### src/ebx_pkg.sv
// constants, types and helpers shared by the external bus master
package ebx_pkg;

    localparam int ADDR_W = 28;
    localparam int DATA_W = 32;
    localparam int FIFO_DEPTH = 32;
    localparam int MAX_XFERS = 16;
    localparam int CNT_W = 5;

    // size encodings, shared by operand size, port size and the size lines
    localparam logic [1:0] SZ_LONG = 2'h0;
    localparam logic [1:0] SZ_BYTE = 2'h1;
    localparam logic [1:0] SZ_WORD = 2'h2;
    localparam logic [1:0] SZ_LINE = 2'h3;

    localparam logic ATM_CODE = 1'b1;
    localparam logic ATM_DATA = 1'b0;
    localparam logic ATM_SUPER = 1'b1;
    localparam logic ATM_USER = 1'b0;
    localparam logic RW_READ = 1'b1;
    localparam logic RW_WRITE = 1'b0;

    localparam logic [1:0] TT_RESET = 2'h0;
    localparam logic [CNT_W-1:0] CNT_ONE = 5'h01;

    typedef enum logic [3:0] {
        ST_IDLE = 4'h1,
        ST_START = 4'h2,
        ST_WAIT = 4'h4,
        ST_HOLD = 4'h8
    } ebx_state_type;

    // bytes carried by a size code
    function automatic logic [CNT_W-1:0] ebx_bytes(input logic [1:0] sz);
        case (sz)
            SZ_BYTE: ebx_bytes = 5'h01;
            SZ_WORD: ebx_bytes = 5'h02;
            SZ_LONG: ebx_bytes = 5'h04;
            default: ebx_bytes = 5'h10;
        endcase
    endfunction : ebx_bytes

    // size lines: the port size when the operand is wider, else the operand size
    function automatic logic [1:0] ebx_xfer_size(input logic [1:0] op, input logic [1:0] port);
        ebx_xfer_size = (ebx_bytes(op) > ebx_bytes(port)) ? port : op;
    endfunction : ebx_xfer_size

    // number of port-sized transfers needed for one operand
    function automatic logic [CNT_W-1:0] ebx_xfer_count(input logic [1:0] op, input logic [1:0] port);
        ebx_xfer_count = (ebx_bytes(op) > ebx_bytes(port)) ? (ebx_bytes(op) / ebx_bytes(port)) : CNT_ONE;
    endfunction : ebx_xfer_count

endpackage : ebx_pkg

### src/ebx_stream_if.sv
// valid/ready word stream between the master and its write-data buffer
`timescale 1ns/1ps
interface ebx_stream_if #(
    parameter int WIDTH = 32
);
    logic valid;
    logic ready;
    logic [WIDTH-1:0] data;

    modport src (output valid, output data, input ready);
    modport snk (input valid, input data, output ready);
endinterface : ebx_stream_if

### src/ebx_fifo.sv
// synchronous word fifo with valid/ready on both sides
`timescale 1ns/1ps
module ebx_fifo #(
    parameter int WIDTH = 32,
    parameter int DEPTH = 32
) (
    input wire logic clk_in,
    input wire logic srst_in,
    ebx_stream_if.snk fill,
    ebx_stream_if.src drain
);
    localparam int PW = $clog2(DEPTH);

    logic [WIDTH-1:0] mem [DEPTH];
    logic [PW-1:0] wr_ptr_r;
    logic [PW-1:0] rd_ptr_r;
    logic [PW:0] count_r;
    logic push;
    logic pop;

    assign push = fill.valid && fill.ready;
    assign pop = drain.valid && drain.ready;
    assign fill.ready = (count_r != (PW+1)'(DEPTH));
    assign drain.valid = (count_r != '0);
    assign drain.data = mem[rd_ptr_r];

    always_ff @(posedge clk_in) begin
        if (push) begin
            mem[wr_ptr_r] <= fill.data;
        end
    end

    always_ff @(posedge clk_in) begin
        if (srst_in) begin
            wr_ptr_r <= '0;
            rd_ptr_r <= '0;
            count_r <= '0;
        end else begin
            if (push) begin
                wr_ptr_r <= (wr_ptr_r == PW'(DEPTH - 1)) ? '0 : wr_ptr_r + 1'b1;
            end
            if (pop) begin
                rd_ptr_r <= (rd_ptr_r == PW'(DEPTH - 1)) ? '0 : rd_ptr_r + 1'b1;
            end
            case ({push, pop})
                2'b10: count_r <= count_r + 1'b1;
                2'b01: count_r <= count_r - 1'b1;
                default: count_r <= count_r;
            endcase
        end
    end
endmodule : ebx_fifo

### src/ebx_master.sv
// external bus master: burst-inhibited writes and acknowledge termination
// Function
// split a wide inhibited write into 2 to 16 port-sized transfers
// first cycle drives address, type, mode, write direction and start strobe
// size lines show 2 for word, 1 for byte, port size when split
// second cycle negates start, shows privilege, drives data through waits
// sample synchronous ack each rising edge from cycle two; else wait
// a 16-bit slave captures the upper data half on its ack
// between transfers step low address, restart strobe, show code or data
// after the final acknowledged transfer release data drivers next cycle
// async ack ends any transfer except to DRAM
// async ack passes a synchroniser; only the inner version ends transfers
// error ack during async synchronisation ends the transfer in error
// slave holds read data 1.5 cycles after its async ack
// write data stays driven until the inner async ack falling edge
// async ack before cycle-two falling edge completes at end of cycle three
// 8-bit async byte read captures the top byte lane on inner ack
// slave holds async ack negated to add wait states
// zero-wait async termination needs ack asserted before start, tied low
// slave may latch write data in cycle two or end of cycle three
// reads drive direction high; mode line shows code/data then privilege
// inhibited mode when burst enable clear and operand wider than port; code splits every wide operand, ignoring burst enable
// async ack synchroniser has two falling-edge stages
`timescale 1ns/1ps
module ebx_master #(
    parameter int FIFO_WORDS = ebx_pkg::FIFO_DEPTH
) (
    input wire logic clk_in,
    input wire logic srst_in,
    input wire logic req_valid_in,
    output logic req_ready_out,
    input wire logic [ebx_pkg::ADDR_W-1:0] req_addr_in,
    input wire logic req_write_in,
    input wire logic [1:0] req_op_size_in,
    input wire logic [1:0] req_port_size_in,
    input wire logic req_burst_en_in,
    input wire logic req_dram_in,
    input wire logic [1:0] req_xfer_type_in,
    input wire logic req_super_in,
    input wire logic req_code_in,
    input wire logic wr_valid_in,
    output logic wr_ready_out,
    input wire logic [ebx_pkg::DATA_W-1:0] wr_data_in,
    output logic rd_valid_out,
    output logic [ebx_pkg::DATA_W-1:0] rd_data_out,
    output logic done_out,
    output logic err_out,
    output logic [ebx_pkg::ADDR_W-1:0] addr_out,
    output logic rw_out,
    output logic [1:0] xfer_type_out,
    output logic [1:0] xfer_size_out,
    output logic access_mode_line_out,
    output logic xfer_start_n_out,
    output logic [ebx_pkg::DATA_W-1:0] data_out,
    output logic data_oe_n_out,
    input wire logic [ebx_pkg::DATA_W-1:0] data_in,
    input wire logic sync_xfer_ack_n_in,
    input wire logic async_xfer_ack_n_in,
    input wire logic xfer_error_ack_n_in
);
    import ebx_pkg::*;

    ebx_stream_if #(.WIDTH(DATA_W)) fill_if ();
    ebx_stream_if #(.WIDTH(DATA_W)) drain_if ();

    ebx_state_type state_r;
    logic [ADDR_W-1:0] addr_r;
    logic [CNT_W-1:0] left_r;
    logic wr_r;
    logic dram_r;
    logic super_r;
    logic code_r;
    logic [1:0] port_r;
    logic [1:0] op_r;
    logic ata_s1_r;
    logic ata_s2_r;
    logic req_ready_r;
    logic take;
    logic ack_sync;
    logic ack_async;
    logic err_now;
    logic done_now;
    logic more;
    logic go_start;

    assign fill_if.valid = wr_valid_in;
    assign fill_if.data = wr_data_in;
    assign wr_ready_out = fill_if.ready;
    assign drain_if.ready = (state_r == ST_START) && wr_r;

    ebx_fifo #(.WIDTH(DATA_W), .DEPTH(FIFO_WORDS)) u_wr_fifo (
        .clk_in(clk_in),
        .srst_in(srst_in),
        .fill(fill_if),
        .drain(drain_if)
    );

    // two falling-edge stages resolve metastability before the rising sample
    always_ff @(negedge clk_in) begin
        if (srst_in) begin
            ata_s1_r <= 1'b0;
            ata_s2_r <= 1'b0;
        end else begin
            ata_s1_r <= !async_xfer_ack_n_in; // see R10
            ata_s2_r <= ata_s1_r; // see R14
        end
    end

    assign take = (state_r == ST_IDLE) && req_ready_r && req_valid_in && (!req_write_in || drain_if.valid);
    assign ack_sync = !sync_xfer_ack_n_in;
    assign ack_async = ata_s2_r && !dram_r; // see R9
    assign err_now = !xfer_error_ack_n_in;
    assign done_now = (state_r == ST_WAIT) && (err_now || ack_sync || ack_async);
    assign more = left_r != CNT_ONE;
    assign go_start = take
        || (done_now && !err_now && more && (!wr_r || drain_if.valid))
        || ((state_r == ST_HOLD) && drain_if.valid);

    // sequencing and operand bookkeeping
    always_ff @(posedge clk_in) begin
        if (srst_in) begin
            state_r <= ST_IDLE;
            req_ready_r <= 1'b0;
            left_r <= CNT_ONE;
            addr_r <= '0;
            wr_r <= 1'b0;
            dram_r <= 1'b0;
            super_r <= 1'b0;
            code_r <= 1'b0;
            port_r <= SZ_LONG;
            op_r <= SZ_LONG;
        end else begin
            case (state_r)
                ST_IDLE: begin
                    req_ready_r <= !take;
                    if (take) begin
                        state_r <= ST_START;
                        addr_r <= req_addr_in;
                        wr_r <= req_write_in;
                        dram_r <= req_dram_in;
                        super_r <= req_super_in;
                        code_r <= req_code_in;
                        port_r <= req_port_size_in;
                        op_r <= req_op_size_in;
                        // bursting is not built, so every wide operand is split
                        left_r <= ebx_xfer_count(req_op_size_in, req_port_size_in); // see R1
                    end
                end
                ST_START: begin
                    state_r <= ST_WAIT;
                end
                ST_WAIT: begin
                    if (done_now) begin
                        if (err_now || !more) begin
                            state_r <= ST_IDLE;
                            req_ready_r <= 1'b1;
                        end else begin
                            state_r <= go_start ? ST_START : ST_HOLD;
                            left_r <= left_r - CNT_ONE;
                            addr_r <= addr_r + {{(ADDR_W-CNT_W){1'b0}}, ebx_bytes(port_r)};
                        end
                    end
                end
                ST_HOLD: begin
                    if (go_start) begin
                        state_r <= ST_START;
                    end
                end
                default: begin
                    state_r <= ST_IDLE;
                    req_ready_r <= 1'b1;
                end
            endcase
        end
    end

    assign req_ready_out = req_ready_r;
    assign addr_out = addr_r; // see R2

    // transfer attribute and strobe pins
    always_ff @(posedge clk_in) begin
        if (srst_in) begin
            rw_out <= RW_READ;
            xfer_type_out <= TT_RESET;
            xfer_size_out <= SZ_LONG;
            access_mode_line_out <= ATM_DATA;
            xfer_start_n_out <= 1'b1;
        end else begin
            if (take) begin
                rw_out <= req_write_in ? RW_WRITE : RW_READ; // see R2
                xfer_type_out <= req_xfer_type_in;
                xfer_size_out <= ebx_xfer_size(req_op_size_in, req_port_size_in);
            end
            if (go_start) begin
                xfer_start_n_out <= 1'b0; // see R2
                access_mode_line_out <= (take ? req_code_in : code_r) ? ATM_CODE : ATM_DATA; // see R7
            end else if (state_r == ST_START) begin
                xfer_start_n_out <= 1'b1;
                access_mode_line_out <= super_r ? ATM_SUPER : ATM_USER; // see R4
            end
        end
    end

    // write data drivers
    always_ff @(posedge clk_in) begin
        if (srst_in) begin
            data_out <= '0;
            data_oe_n_out <= 1'b1;
        end else begin
            if ((state_r == ST_START) && wr_r) begin
                data_out <= drain_if.data;
                data_oe_n_out <= 1'b0; // see R4
            end else if (done_now && (err_now || !more)) begin
                data_oe_n_out <= 1'b1;
            end
        end
    end

    // read capture and completion report
    always_ff @(posedge clk_in) begin
        if (srst_in) begin
            rd_valid_out <= 1'b0;
            rd_data_out <= '0;
            done_out <= 1'b0;
            err_out <= 1'b0;
        end else begin
            rd_valid_out <= done_now && !err_now && !wr_r;
            done_out <= done_now && !err_now && !more;
            err_out <= done_now && err_now;
            if (done_now && !err_now && !wr_r) begin
                case (port_r)
                    SZ_BYTE: rd_data_out <= {24'h000000, data_in[31:24]};
                    SZ_WORD: rd_data_out <= {16'h0000, data_in[31:16]};
                    default: rd_data_out <= data_in;
                endcase
            end
        end
    end
endmodule : ebx_master

### config.mk
export PLATFORM = sky130hd
export DESIGN_NAME = ebx_master
export DESIGN_NICKNAME = d
export VERILOG_FILES = /design/src/ebx_pkg.sv /design/src/ebx_stream_if.sv /design/src/ebx_fifo.sv /design/src/ebx_master.sv
export SDC_FILE = /design/constraint.sdc
export NUM_CORES = 1
export LEC_CHECK = 0
export ABC_AREA = 1
export BUFFER_PORTS_ARGS = -buffer_cell sky130_fd_sc_hd__buf_2
export CAP_MARGIN = 20
export CORE_ASPECT_RATIO = 1.75
export CORE_MARGIN = 3
export CORE_UTILIZATION = 35
export CTS_BUF_LIST = sky130_fd_sc_hd__clkbuf_8
export DETAILED_ROUTE_END_ITERATION = 6
export PLACE_DENSITY = 0.61
export SYNTH_ARGS = -nofsm -noshare
export SYNTH_HDL_FRONTEND = slang
export SYNTH_SLANG_ARGS = --single-unit
### constraint.sdc
create_clock -name clk_in -period 11.2 [get_ports clk_in]
set_clock_uncertainty 0.15 [all_clocks]
set_input_delay 1.12 -clock clk_in [delete_from_list [all_inputs] [get_ports clk_in]]
set_output_delay 1.12 -clock clk_in [all_outputs]
set_load 0.005 [all_outputs]
==> results.md, run 1 <==
* Status: completed
* Core ar. at 134000 um2
* Area of the die at 140000 um2
* Share of cells above drive strength 1 at 13.7%
* Setup crit start kind: flop
* Crit path to: rd_data_out[26]
* Area growth syn-to-layout at 12.8%
* Kind of cell adding the most delay to the critical path: simple AND/OR/NAND/NOR gates
* CTS buffer count at 159
* CTS tree: yes
* Asr flop ratio synth at 0%
* Max-slew violation count at 0
* Cts repair resizes at 0
* Final Non-Filler Cells at 6048
* Final antenna-violating net count at 0
* Post-Syn Area at 47300 um2
* Final setup margin at 3.20 ns
* H-tree levels at 4
* Post-CTS Hold Buffers at 0
* Unique masters post-synth at 57
* FF-to-FF End: rd_data_out[26]
* Syn_nets at 4101
* CTS max path bufs at 3
* Setup TNS at 0 ns
* CTS Sinks at 1161
* Io pins at 215
* CP dominant cell by count: nand2_1
* Register area share after synthesis at 70.8%
* Critical path's largest stage delay at 0.75 ns
* Vias at 32840
* Worst slew margin at 28.1%
* Nets at 4278
* R2R setup slack at 3.20 ns
* Synth warnings at 0
* Final setup fails at 0
* Initial Util at 35.4%
* Setup bufs post-CTS at 0
* CP endpoint kind: flop
* Initial DRC count at 2679
* DRT Pass-1 Iters at 5
* Worst path cell trace: nand2_1 -> nand2_1 -> nor2_1 -> nor2_1 -> inv_1 -> nor2_4 -> nand2_1 -> nand3_1 -> o31ai_1
* Critical Path AT at 8.52 ns
* Die Y at 492 um
* Max FO, Critical Path at 32
* Leakage at 18.4 nW
* Cells after Synth at 3947
* Worst r2r src: ata_s2_r
* Drt drc at 0
* Post-DP Area at 50300 um2
* WP depth at 9
* Clk Latency, worst-skew pair at 0.85 ns
* Main flop type after synthesis: edfxtp_1
* Final hold viol count at 0
* Highest-delay cell along the critical path: nand2_1
* CTS Root Cell: clkbuf_8
* Peak VDD IR at 0.0000883 V
* Dominant cells by area after synthesis: edfxtp_1, o21ai_0, dfxtp_1
* Vias in the first global route at 32062
* Hold Crit Class: flop to flop
* GRT Util Overall at 19.3%
* Synth Register Bits at 1161
* Worst-margin pin slew at 1.08 ns
* Maxcap violations at 0
* # fillers at 12557
* Gr ovfl total at 0
* Antenna violations before repair at 16
* Pwr dens at 155 nW/um2
* RSZ-0062 raised after global routing: no
* Via-to-Cell Ratio at 5.43
* Finished Cell Area at 53400 um2
* Commonest non-fill, non-tap cell in the layout: edfxtp_1
* Reg clk slew, reported paths at 0.07 ns
* HPWL Detailed at 78.4 mm
* # placed instances at 5751
* Area leader, netlist: edfxtp_1
* Placement Setup Slack at 3.17 ns
* DRT Wirelength at 140 mm
* CP required at 11.73 ns
* IO Port Bufs at 213
* Min-delay src: ata_s1_r
* CP Launch Point: ata_s2_r
* Register-to-Register Path Depth at 9
* Placement Rows at 177
* Post-synth EDFFs at 1024
* Crit path kind: flop to flop
* GP Congestion at 0.855
* Commonest cells after routing, fill and taps aside: edfxtp_1, o21ai_0, nor2_1
* Largest net degree at the start of global routing at 173
* Drt wl/cell at 23.1 um
* WP buf/inv at 1
* First-pass GRT wire length at 204 mm
* Die W at 284 um
* Top cell type's share of synthesized area at 65.0%
* Mapped Avg Cell Area at 12.0 um2
==> kinds of logic after synthesis <==
family,share of synthesized area (%)
flops,70.8
xor+xnor,0.296
compound gates,14.6
simple gates,9.65
fa+ha+maj,1.19
buf+inv,3.51
==> stage by stage <==
stage               power, mW  hold slack (ns)  utilization, %
finish                   8.26            0.273            40.0
CTS                      8.34            0.266            39.9
global route             8.55            0.303            40.0
floorplan                5.06            0.238               -
global placement         5.22            0.273            37.7
detailed placement       5.22            0.282            37.7
==> registers in the layout, summed over array words and instances, names as in the netlist, 2 cells and up <==
register and cells:
state_r 4, port_r 2, left_r 5, u_wr_fifo.rd_ptr_r 5
u_wr_fifo.count_r 6, u_wr_fifo.mem 1024, xfer_size_out 2, addr_out 28
xfer_type_out 2, rd_data_out 32, data_out 32, u_wr_fifo.wr_ptr_r 5
==> report_power, final <==
group	internal, mW	switching [mW]
sequential	4.75	0.0281
clock	1.51	1.62
combinational	0.104	0.245
total	6.37	1.90
==> cell usage after synthesis, types with 7 or more instances <==
library cell	instances
edfxtp_1	1024
nor2_1	641
o21ai_0	621
nand2_1	282
o22ai_1	194
clkbuf_1	193
dfxtp_1	137
inv_1	134
a21oi_1	112
nand3_1	102
o211ai_1	91
o21ai_1	67
o221ai_1	60
buf_2	55
ha_1	42
inv_2	19
nor3_1	18
o31ai_1	16
a32o_1	13
buf_1	12
nand2_2	10
xor2_1	10
nand4_1	9
or2_2	8
nor2_4	7
==> per-layer routing <==
layer,global-route usage (%),routed length [um],share of wire (%),vias up
met5,0,89,0.064,-
met4,9.45,6310,4.5,14
met2,35.0,72300,52,1217
li1,-,-,-,14862
met3,3.51,8600,6.2,331
met1,21.9,52300,37,16416
==> worst min-delay path by stage <==
stage          depth (start not counted)  slack [ns]       end
2_1_floorplan                          2        0.24  ata_s2_r
3_3_place_gp                           2        0.27  ata_s2_r
3_5_place_dp                           2        0.28  ata_s2_r
4_1_cts                                2        0.27   err_out
5_1_grt                                2        0.30   err_out
6_report                               2        0.27  ata_s2_r
==> worst min-delay path, cell delays in order, from the launching register on <==
cell and delay, ns:
dfxtp_1 0.29, inv_1 0.06, nor2_1 0.04
==> final cells by class <==
class                   instances  area [um2]  share of cell area (%)
multi-input cells            2367       12400                    23.3
inverters                     154         598                    1.12
flip-flops and latches       1161       33500                    62.8
diodes                          5        12.5                  0.0234
repair buffers                279        1590                    2.97
well taps                    1790        2240                    4.20
clock buffers                 167        2300                    4.31
clock inverters               125         721                    1.35
Power figures use the tool's default switching activity.
==> run 2, diff against run 1 <==
==> constraint.sdc (replaced) <==
create_clock -name clk_in -period 7.9 [get_ports clk_in]
set_clock_uncertainty 0.15 [all_clocks]
set_input_delay 0.79 -clock clk_in [delete_from_list [all_inputs] [get_ports clk_in]]
set_output_delay 0.79 -clock clk_in [all_outputs]
set_load 0.005 [all_outputs]
==> run 2 against run 1 <==
Worst hold slack got worse by 0.18 ns. Sequential power increased by 42%. Clock power up 47%. Final cell count about the same. Final area increased by 0.53%. Highest routed layer unchanged.
==> results.md, run 2 (synthesized netlist as in run 1, its figures left out) <==
* Cells on Worst Hold Path at 3
* CP dominant cell by count: nand2_1
* Final hold viol count at 0
* Peak VDD IR at 0.000117 V
* Number of flip-flops in the largest register at 1024
* CTS Sinks at 1161
* Critical Path AT at 6.91 ns
* First-pass GRT wire length at 204 mm
* Status: completed
* Setup crit start kind: flop
* Commonest non-fill, non-tap cell in the layout: edfxtp_1
* Commonest cells after routing, fill and taps aside: edfxtp_1, o21ai_0, nor2_1
* GP Congestion at 0.867
* GRT Util Overall at 19.3%
* Core ar. at 134000 um2
* Min-Delay Endpoint: addr_out[22]
* Hold Crit Class: input pin to flop
* Min-delay src: req_addr_in[22]
* Max FO, Critical Path at 36
* Worst slew margin at 25.6%
* Reg area at 33500 um2
* Register-to-Register Path Depth at 13
* Area of the multi-input gates at 12400 um2
* # fillers at 12482
* RSZ-0062 raised after global routing: no
* Area of the die at 140000 um2
* Power Total at 11.9 mW
* Largest registers: u_wr_fifo.mem x1024, data_out x32, rd_data_out x32
* CP required at 8.56 ns
* Die Y at 492 um
* Setup TNS at 0 ns
* Largest net degree at the start of global routing at 184
* Setup bufs post-CTS at 0
* Placement Rows at 177
* Critical path's largest stage delay at 0.55 ns
* Final setup fails at 0
* Initial DRC count at 2954
* Worst r2r src: ata_s2_r
* IO Port Bufs at 213
* Reg clk slew, reported paths at 0.07 ns
* Drt wl/cell at 22.9 um
* Drt drc at 0
* Nets at 4285
* Die W at 284 um
* Via-to-Cell Ratio at 5.41
* Biggest register: u_wr_fifo.mem
* CTS Root Cell: clkbuf_8
* H-tree levels at 4
* Initial Util at 35.4%
* Clk Latency, worst-skew pair at 0.88 ns
* Maxcap violations at 0
* Vias at 32749
* Leakage at 18.5 nW
* Share of cells above drive strength 1 at 14.1%
* CTS buffer count at 157
* Worst-margin pin slew at 1.11 ns
* Area growth syn-to-layout at 13.4%
* FF-to-FF End: addr_out[9]
* Vias in the first global route at 31965
* Antenna violations before repair at 16
* R2R setup slack at 1.65 ns
* DRT Pass-1 Iters at 7
* CTS tree: yes
* DRT Wirelength at 139 mm
* Highest-delay cell along the critical path: inv_2
* Worst path cell trace: nand2_1 -> nand2_1 -> nor2_1 -> nand2_1 -> o21ai_2 -> inv_2 -> nand2_4 -> inv_2 -> o21ai_1 -> a21oi_1 -> a21oi_1 -> or2_1 -> inv_1
* CP endpoint kind: flop
* Pwr dens at 222 nW/um2
* Final antenna-violating net count at 0
* Final design utilization at 40.2%
* HPWL Detailed at 78.3 mm
* Max-slew violation count at 0
* CTS max path bufs at 3
* Crit path kind: flop to flop
* Gr ovfl total at 0
* Io pins at 215
==> run 2: worst max-delay path by stage <==
stage | to | start | slack (ns)
2_1_floorplan | ata_s1_r | srst_in | 2.32
6_report | addr_out[9] | ata_s2_r | 1.65
3_3_place_gp | left_r[0] | req_op_size_in[0] | 1.50
3_5_place_dp | left_r[0] | req_op_size_in[0] | 1.52
5_1_grt | addr_out[9] | ata_s2_r | 1.48
4_1_cts | addr_out[9] | ata_s2_r | 1.66
==> run 2: worst max-delay path: cells and delay by family (launching register included) <==
kind	cells	cell delay, ns
buffers and inverters	3	0.67
AOI/OAI and AO/OA	4	0.41
and+or+nand+nor	6	0.77
DFF	1	0.30
==> run 2: layer usage <==
| layer | part of all wire [%] | GRT usage [%] | routed length [um] |
|---|---|---|---|
| met5 | 0.079 | 0 | 109 |
| met4 | 3.9 | 8.41 | 5450 |
| met3 | 6.6 | 3.61 | 9170 |
| met2 | 52 | 35.4 | 72700 |
| met1 | 37 | 21.7 | 51200 |
==> run 2: cell type report <==
type	instances	area share, %
clock inverter	112	1.42
sequential	1161	62.4
timing repair buffer	288	3.20
clock buffer	175	4.49
antenna	4	0.0187
multi-input combinational	2367	23.1
inverter	154	1.11
tap	1790	4.17
==> run 2: metrics by stage <==
stage	worst slack [ns]	hold slack, ns	cells	cell area, um2
6_report	1.65	0.0906	6051	53700
5_1_grt	1.48	0.0386	6050	53700
4_1_cts	1.66	0.00194	6047	53700
3_5_place_dp	1.52	0.282	5750	50400
3_3_place_gp	1.50	0.279	5750	50400
2_1_floorplan	2.32	0.238	3947	47300
==> run 2: timing repair <==
item	4_1_cts	5_1_grt
endpoints found under the hold margin	11	0
resized for setup	0	0
hold buffers	11	0
==> run 2: report_power, final <==
part	leakage, nW	total (mW)	switching, mW	internal, mW
clock	1.82	4.63	2.33	2.30
sequential	10.3	6.77	0.0402	6.73
combinational	6.34	0.499	0.348	0.151
